[src/pkg/fcs_pkg.sv]
// fcs_pkg: constants for the function command and status register pair
// assumes: configuration dword at 04h holds command (low half) and status (high half)
package fcs_pkg;
  // ****************************************
  // register map
  // ****************************************
  localparam logic [7:0] FCS_CMD_OFFSET = 8'h04; // command word byte offset
  localparam logic [7:0] FCS_STS_OFFSET = 8'h06; // status word byte offset
  localparam logic [7:0] FCS_DWORD_MASK = 8'hFC; // dword select mask
  localparam logic [15:0] FCS_CMD_RESET = 16'h0000; // command reset value
  localparam logic [15:0] FCS_STS_RESET = 16'h0230; // status reset value
  // ****************************************
  // command field positions
  // ****************************************
  localparam int FCS_CMD_INT_INHIBIT = 10; // interrupt inhibit
  localparam int FCS_CMD_SERR_EN = 8; // system_error_drive_permit
  localparam int FCS_CMD_PERR_EN = 6; // parity_response_permit
  localparam int FCS_CMD_MWI_EN = 4; // write_invalidate_permit
  localparam int FCS_CMD_MASTER_EN = 2; // initiator_permit
  localparam int FCS_CMD_MEM_EN = 1; // memory_space_permit
  // ****************************************
  // status field positions
  // ****************************************
  localparam int FCS_STS_PAR = 15; // parity_fault_seen
  localparam int FCS_STS_SYS = 14; // system_fault_signalled
  localparam int FCS_STS_INITIATOR_ABORT_RECEIVED = 13; // initiator_abort_received
  localparam int FCS_STS_TABORT_RX = 12; // target_abort_received
  localparam int FCS_STS_TABORT_TX = 11; // target_abort_signalled
  localparam logic [1:0] FCS_SELECT_TIMING = 2'h1; // select_timing_code, medium
  localparam int FCS_STS_DPAR_M = 8; // data_parity_fault_as_master
  localparam int FCS_STS_FAST_CLK = 5; // fast_clock_capable
  localparam int FCS_STS_CAP_LIST = 4; // capability_chain_present
  localparam int FCS_STS_INT = 3; // pending interrupt mirror
  // ****************************************
  // master write command codes
  // ****************************************
  localparam logic [3:0] FCS_CODE_MEM_WRITE = 4'h7; // plain memory write
  localparam logic [3:0] FCS_CODE_MWI = 4'hF; // memory write and invalidate
  // ****************************************
  // state record
  // ****************************************
  typedef struct packed {
    logic int_inhibit;
    logic serr_en;
    logic perr_en;
    logic mwi_en;
    logic master_en;
    logic mem_en;
    logic par_seen;
    logic sys_sig;
    logic initiator_abort_received_rx;
    logic tabort_rx;
    logic tabort_tx;
    logic dpar_m;
    logic serr_out;
    logic perr_out;
    logic [31:0] rdata;
  } fcs_state_s;
endpackage

[src/verilog/fcs_regs.sv]
// fcs_regs: command and status registers of the host controller function
// assumes: configuration cycles arrive pre-decoded, one cycle per access, on clock
`timescale 1ns/1ns
`default_nettype none
// What this block does
// - command word at 04h, resets to zero
// - command bits 15..11 read zero
// - bit 10 one blocks interrupt output
// - fast back-to-back bit 9 reads zero
// - bit 8 gates system error on address parity
// - stepping bit 7 hardwired zero
// - bit 6 gates parity error output
// - palette snoop bit 5 reads zero
// - bit 4 selects write-invalidate command
// - special cycles ignored, bit 3 zero
// - bit 2 gates initiating bus cycles
// - bit 1 gates memory response
// - io space bit 0 reads zero
// - status word at 06h, resets 0230h
// - bit 15 latches address or data parity error
// - bit 14 latches signalled system error
// - bit 13 latches received master abort
// - bit 12 latches received target abort
// - bit 11 latches signalled target abort
// - bits 10..9 fixed at 01b
// - bit 8 latches master data parity error
// - bit 3 mirrors pending interrupt
// - bits 5 and 4 hardwired one
module fcs_regs
(
  // clock and reset
  input wire logic clock,
  input wire logic rst_n,
  // configuration access
  input wire logic cfg_wr,
  input wire logic cfg_rd,
  input wire logic [7:0] cfg_addr,
  input wire logic [3:0] cfg_be,
  input wire logic [31:0] cfg_wdata,
  output logic [31:0] cfg_rdata,
  // bus events from the function's bus logic
  input wire logic addr_parity_err,
  input wire logic data_parity_err,
  input wire logic bus_parity_fault_seen,
  input wire logic master_active,
  input wire logic master_abort,
  input wire logic target_abort_in,
  input wire logic target_abort_out,
  // interrupt and initiator requests from the core
  input wire logic func_irq,
  input wire logic core_bus_req,
  input wire logic mem_decode_hit,
  // gated controls to the bus logic
  output logic irq_out,
  output logic bus_req,
  output logic mem_claim,
  output logic [3:0] write_cmd_code,
  output logic system_fault_output,
  output logic parity_fault_output,
  output logic initiator_permit,
  output logic memory_space_permit
);
  import fcs_pkg::*;

  // ****************************************
  // state and decode
  // ****************************************
  fcs_state_s st_r; // registered state
  fcs_state_s st_nxt; // next state
  logic hit; // access targets the command/status dword
  logic [15:0] cmd_view; // command as read
  logic [15:0] sts_view; // status as read
  logic [15:0] clr_mask; // write-one-to-clear mask for status
  logic serr_fire; // system error raised this cycle
  logic perr_fire; // parity error output raised this cycle

  // low address bits pick a byte lane, not a register
  assign hit = (cfg_addr & FCS_DWORD_MASK) == FCS_CMD_OFFSET;

  // command view: only writable bits come from storage, the rest read zero
  always_comb
  begin
    cmd_view = FCS_CMD_RESET;
    cmd_view[FCS_CMD_INT_INHIBIT] = st_r.int_inhibit;
    cmd_view[FCS_CMD_SERR_EN] = st_r.serr_en;
    cmd_view[FCS_CMD_PERR_EN] = st_r.perr_en;
    cmd_view[FCS_CMD_MWI_EN] = st_r.mwi_en;
    cmd_view[FCS_CMD_MASTER_EN] = st_r.master_en;
    cmd_view[FCS_CMD_MEM_EN] = st_r.mem_en;
  end

  // status view: sticky bits plus fixed fields and the live interrupt
  always_comb
  begin
    sts_view = FCS_STS_RESET;
    sts_view[FCS_STS_PAR] = st_r.par_seen;
    sts_view[FCS_STS_SYS] = st_r.sys_sig;
    sts_view[FCS_STS_INITIATOR_ABORT_RECEIVED] = st_r.initiator_abort_received_rx;
    sts_view[FCS_STS_TABORT_RX] = st_r.tabort_rx;
    sts_view[FCS_STS_TABORT_TX] = st_r.tabort_tx;
    sts_view[FCS_STS_DPAR_M] = st_r.dpar_m;
    sts_view[FCS_STS_INT] = func_irq;
  end

  // clear mask built from the status byte lanes of a write
  always_comb
  begin
    clr_mask = 16'h0000;
    if (cfg_wr && hit)
    begin
      if (cfg_be[2])
        clr_mask[7:0] = cfg_wdata[23:16];
      if (cfg_be[3])
        clr_mask[15:8] = cfg_wdata[31:24];
    end
  end

  // error outputs only fire when their permit is set
  assign serr_fire = addr_parity_err && st_r.serr_en;
  assign perr_fire = data_parity_err && st_r.perr_en;

  // ****************************************
  // next state
  // ****************************************
  always_comb
  begin
    st_nxt = st_r;
    // command writes touch only the writable bits
    if (cfg_wr && hit && cfg_be[1])
    begin
      st_nxt.int_inhibit = cfg_wdata[FCS_CMD_INT_INHIBIT];
      st_nxt.serr_en = cfg_wdata[FCS_CMD_SERR_EN];
    end
    if (cfg_wr && hit && cfg_be[0])
    begin
      st_nxt.perr_en = cfg_wdata[FCS_CMD_PERR_EN];
      st_nxt.mwi_en = cfg_wdata[FCS_CMD_MWI_EN];
      st_nxt.master_en = cfg_wdata[FCS_CMD_MASTER_EN];
      st_nxt.mem_en = cfg_wdata[FCS_CMD_MEM_EN];
    end
    // sticky status: clear first, then a same-cycle event sets it again
    if (clr_mask[FCS_STS_PAR]) st_nxt.par_seen = 1'b0;
    if (clr_mask[FCS_STS_SYS]) st_nxt.sys_sig = 1'b0;
    if (clr_mask[FCS_STS_INITIATOR_ABORT_RECEIVED]) st_nxt.initiator_abort_received_rx = 1'b0;
    if (clr_mask[FCS_STS_TABORT_RX]) st_nxt.tabort_rx = 1'b0;
    if (clr_mask[FCS_STS_TABORT_TX]) st_nxt.tabort_tx = 1'b0;
    if (clr_mask[FCS_STS_DPAR_M]) st_nxt.dpar_m = 1'b0;
    if (addr_parity_err || data_parity_err)
      st_nxt.par_seen = 1'b1;
    if (serr_fire)
      st_nxt.sys_sig = 1'b1;
    if (master_abort)
      st_nxt.initiator_abort_received_rx = 1'b1;
    if (target_abort_in)
      st_nxt.tabort_rx = 1'b1;
    if (target_abort_out)
      st_nxt.tabort_tx = 1'b1;
    if (bus_parity_fault_seen && master_active && st_r.perr_en)
      st_nxt.dpar_m = 1'b1;
    // registered one-cycle error pulses
    st_nxt.serr_out = serr_fire;
    st_nxt.perr_out = perr_fire;
    // read data: combined dword, zero for other offsets
    if (cfg_rd)
    begin
      if (hit)
        st_nxt.rdata = {sts_view, cmd_view};
      else
        st_nxt.rdata = 32'h0000_0000;
    end
  end

  // ****************************************
  // state register
  // ****************************************
  always_ff @(posedge clock)
  begin
    if (!rst_n)
    begin
      st_r <= '0;
    end
    else
    begin
      st_r <= st_nxt;
    end
  end

  // ****************************************
  // outputs
  // ****************************************
  // read data straight from its register
  assign cfg_rdata = st_r.rdata;
  // gates driven combinationally from the stored command bits
  assign irq_out = func_irq && !st_r.int_inhibit;
  assign bus_req = core_bus_req && st_r.master_en;
  assign mem_claim = mem_decode_hit && st_r.mem_en;
  assign write_cmd_code = st_r.mwi_en ? FCS_CODE_MWI : FCS_CODE_MEM_WRITE;
  // one-cycle error pulses and permit mirrors, all from flip-flops
  assign system_fault_output = st_r.serr_out;
  assign parity_fault_output = st_r.perr_out;
  assign initiator_permit = st_r.master_en;
  assign memory_space_permit = st_r.mem_en;
endmodule
`default_nettype wire

[config.mk]
export PLATFORM = sky130hd
export DESIGN_NAME = fcs_regs
export DESIGN_NICKNAME = d
export VERILOG_FILES = /design/src/pkg/fcs_pkg.sv /design/src/verilog/fcs_regs.sv
export SDC_FILE = /design/constraint.sdc
export NUM_CORES = 1
export LEC_CHECK = 0
export BUFFER_PORTS_ARGS = -buffer_cell sky130_fd_sc_hd__buf_2
export CAP_MARGIN = 10
export CORE_ASPECT_RATIO = 0.8
export CORE_UTILIZATION = 42
export CTS_BUF_LIST = sky130_fd_sc_hd__clkbuf_8
export CTS_CLUSTER_SIZE = 24
export DETAILED_ROUTE_END_ITERATION = 10
export PLACE_DENSITY_LB_ADDON = 0.2
export SLEW_MARGIN = 5
export SYNTH_ARGS = -nofsm -noshare
export SYNTH_HDL_FRONTEND = slang
export SYNTH_SLANG_ARGS = --single-unit
[constraint.sdc]
create_clock -name clock -period 1.1 [get_ports clock]
set_input_delay 0.055 -clock clock [delete_from_list [all_inputs] [get_ports clock]]
set_output_delay 0.055 -clock clock [all_outputs]
set_load 0.005 [all_outputs]
# ---- Yosys cells after proc, flatten, opt, wreduce, memory -nomap -nowiden
# Cells that the tools add are included.
dict set report classes {
  n_eq_ne 1
  n_mux 17
  n_reduce_logical 18
}
# op count
set ops {}
lappend ops {{$mux W32} 1}
lappend ops {{$mux W16} 1}
lappend ops {{$mux W8} 2}
lappend ops {{$mux W1} 12}
lappend ops {{$reduce_bool A2 Y1} 6}
lappend ops {{$logic_and A1 B1 Y1} 10}
lappend ops {{$eq A6 B1 Y1 const B} 1}
lappend ops {{$mux W4} 1}
lappend ops {{$logic_not A1 Y1} 1}
lappend ops {{$logic_or A1 B1 Y1} 1}
dict set report word_totals {
  register_bits 46
  word_cells 51
  output_inout_bits 43
  inputBits 58
}

# ---- Depth between registers and ports, before layout
dict set report logic_depth {
  depth_word 5
  ltp_mapped 4
  ltp_nobuf 3
}

# ---- Worst setup path before layout
# OpenSTA, ideal clock, no wires.
dict set report synth_timing {
  path_type {input-to-reg}
  startpoint {in cfg_addr[3]}
  endpoint {reg st_r, in the netlist cmd_view[4]}
  cell_stages 4
  setup_time_ns 0.072
  arrival_ns 0.867
  path_slack_ns 0.162
  cell_sequence {nor4b_4 -> and4_1 -> buf_6 -> mux2i_1}
}
dict set report synth_between {
  elab_chain_len 3
}
# element line_no
set synth_lines {}
lappend synth_lines {{from (decl)} fcs_regs.sv:37} ;# input wire logic [7:0] cfg_addr,
lappend synth_lines {{$eq A6 B1 Y1} fcs_regs.sv:78} ;# assign hit = (cfg_addr & FCS_DWORD_MASK) == FCS_CMD_OFFSET;
lappend synth_lines {{$logic_and A1 B1 Y1 (2 in series)} fcs_regs.sv:134} ;# if (cfg_wr && hit && cfg_be[0])
lappend synth_lines {{to (signal assigned)} fcs_regs.sv:184} ;# st_r <= st_nxt;
lappend synth_lines {{to (decl)} fcs_regs.sv:68} ;# fcs_state_s st_r;
# No other way between the ends.
# A chain may end at the register's enable or synchronous reset.

# ---- Final worst setup path
dict set report layout_timing {
  startpoint {reg st_r, in the netlist initiator_permit}
  endpoint {out bus_req}
}
dict set report layout_between {
  elab_chain_len 1
}
# element line_no
set layout_lines {}
lappend layout_lines {{$logic_and A1 B1 Y1} fcs_regs.sv:195} ;# assign bus_req = core_bus_req && st_r.master_en;
lappend layout_lines {{to (decl)} fcs_regs.sv:55} ;# output logic bus_req,
# No other way between the ends.

==> flow_summary.json <==
{
  "floorplan.initialDensity": 0.450,
  "setup_viol": 0,
  "power_density_nw_per_um2": 1120,
  "grt_pass1_wl_um": 4170,
  "cap_violations": 0,
  "min_period_ns": 0.945,
  "grt_max_degree": 29,
  "synthArstFlopShare": 0,
  "use_met2": 0.265,
  "hold_violations": 0,
  "critPathBufInv": 1,
  "insertedDiodeCount": 0,
  "grtUsageMet1": 0.197,
  "dieHeight_um": 54.2,
  "power_leakage_uw": 0.000797,
  "fin_ws_ns": 0.155,
  "p_clk_frac": 0.342,
  "cts_made_buffers": 3,
  "cts.clk_slew.worst_paths_ns": 0.09,
  "synth_cell_types": 26,
  "die_w_um": 67.2,
  "p_sw_frac": 0.226,
  "htree_levels": 1,
  "rows": 18,
  "postCtsSetupBuffers": 0,
  "synth_flop_cell": "dfxtp_1",
  "dieArea_sq_um": 3640,
  "drcViolationCount": 0,
  "drt_iter0_markers": 76,
  "path_class": "reg2out",
  "io_pins": 101,
  "rsz0062_at_grt": "false",
  "critPathMaxStageDelay_ns": 0.38,
  "final_common_cell": "buf_2",
  "dp_cells": 238,
  "synth_edf_count": 0,
  "avgSynthCellArea_sq_um": 8.62,
  "ys_seq_area_frac": 0.392,
  "instances_no_fill": 247,
  "antenna_found_initial": 0,
  "combPwrFrac": 0.105,
  "fin_skew_ns": 0.00351,
  "worstSetupStartpointType": "flop",
  "wl_um": 2850,
  "p_sw_uw": 422,
  "gr-usage-met3": 0.0212,
  "drive_gt1_frac": 0.329,
  "power_uw": 1860,
  "tns_ns": 0,
  "ant_nets": 0,
  "power.internal_uw": 1440,
  "root_buffer": "clkbuf_8",
  "port_buffers": 58,
  "p_seq_frac": 0.554,
  "worstPathRequired_ns": 1.04,
  "hold_ws_ns": 0.0161,
  "grt_pass1_vias": 948,
  "overflow": 0,
  "timing.fmax_mhz": 1060,
  "area_growth_pct": 16.4,
  "avgViaCountPerCell": 4.70,
  "layout_common_cells": "buf_2, dfxtp_1, conb_1",
  "slew_violations": 0,
  "cpMaxStageDelayCell": "dfxtp_1",
  "num_vias": 1162,
  "cts_tree": "done",
  "yosys_register_bits": 28,
  "nets": 266,
  "wl_per_cell_um": 11.5,
  "place_ws_ns": -0.0313,
  "cp_max_fo": 4,
  "irDropWorstVdd_mv": 0.473,
  "dp.final_hpwl_um": 2110,
  "netlist_area_sq_um": 1430,
  "core_sq_um": 3180,
  "outcome": "completed",
  "numClockSinks": 28,
  "grt_busiest_layer": "met2",
  "arrival_ns": 0.89,
  "clock_latency_ns": 0.27,
  "timing.final.crit_share": 0.859,
  "crit_family": "flip-flops",
  "dr.pass1.iters": 4,
  "cp_cell_sequence": "and2_1 > buf_2",
  "gp_congestion": 0.743,
  "yosys_warnings": 0,
  "ctsLongestPathBuffers": 2,
  "hp-class": "in2reg",
  "crit_path_end_kind": "output pin",
  "track_usage": 0.155,
  "synthCells": 166
}
## sequential cells by signal, summed over array words and instances, names as in the netlist
signal / cells
initiator_permit: 1
parity_fault_output: 1
system_fault_output: 1
memory_space_permit: 1
cmd_view: 4
cfg_rdata: 14
st_r: 6
## cell usage after synthesis (all sizes together), types with 2 or more instances
master  count  area [sq um]
a21oi       2          10.0
a31oi       5          31.3
and2        2          12.5
and3        3          18.8
and4        2          18.8
buf        42           305
clkbuf      4          16.3
conb        2          7.51
dfxtp      28           561
inv         3          11.3
mux2i       6          60.1
nand2      14          55.1
nand3      14          70.1
nand3b     14           105
nor2        2          7.51
nor2b       2          12.5
o21ai      18          90.1
## power groups by stage
| stage | clock network [uW] | registers, uW | logic, uW |
|---|---|---|---|
| after floorplan | 0 | 1050 | 135 |
| after global placement | 0 | 1060 | 175 |
| after detailed placement | 0 | 1060 | 181 |
| after global routing | 680 | 1030 | 217 |
| final | 637 | 1030 | 195 |
| after CTS | 656 | 1030 | 194 |
## worst min-delay path, stage by stage
cell and delay (ns):
buf_2 0.10, inv_1 0.04, a31oi_1 0.06
## through the flow
stage | cell area, sq um | utilization
after floorplan | 1490 | -
after global placement | 1560 | 0.491
after detailed placement | 1560 | 0.491
after CTS | 1670 | 0.524
after global routing | 1670 | 0.524
final | 1670 | 0.524
## final cells by class
type | count | area (sq um)
repair buffers | 66 | 388
inverters | 3 | 11.3
flip-flops and latches | 28 | 561
fillers | 306 | 1510
clock buffers | 4 | 55.1
well taps | 40 | 50.0
multi-input cells | 106 | 601
## per-layer routing
layer | routed length [um] | part of all wire
met5 | 0 | 0
met4 | 21 | 0.0074
met3 | 169 | 0.059
met2 | 1280 | 0.45
met1 | 1380 | 0.48
## kinds of logic (layout without fill, tap and decap cells)
group	after synthesis	after routing	share of synthesized area
buf+inv	49	73	0.233
compound gates	26	26	0.0971
simple gates	55	55	0.231
mux	6	6	0.0420
flops	28	28	0.392
other cells	2	19	0.00525
## path summary, 6_finish.rpt
check / start / end / slack (ns) / cells after the start
setup / recovery: initiator_permit$_SDFFE_PN0P_ / bus_req / 0.16 / 2
hold / removal: master_abort / st_r[37]$_SDFFE_PN0P_ / 0.02 / 3
setup reg to reg: cmd_view[6]$_SDFFE_PN0P_ / st_r[34]$_SDFFE_PN0P_ / 0.25 / 3
hold reg to reg: st_r[38]$_SDFFE_PN0P_ / cfg_rdata[30]$_SDFFE_PN0P_ / 0.48 / 2
## repair_timing
item,CTS,global route
resized for setup,0,0
endpoints found under the hold margin,5,0
hold buffers,5,0
setup endpoints to repair,0,0
Power figures use the tool's default switching activity.
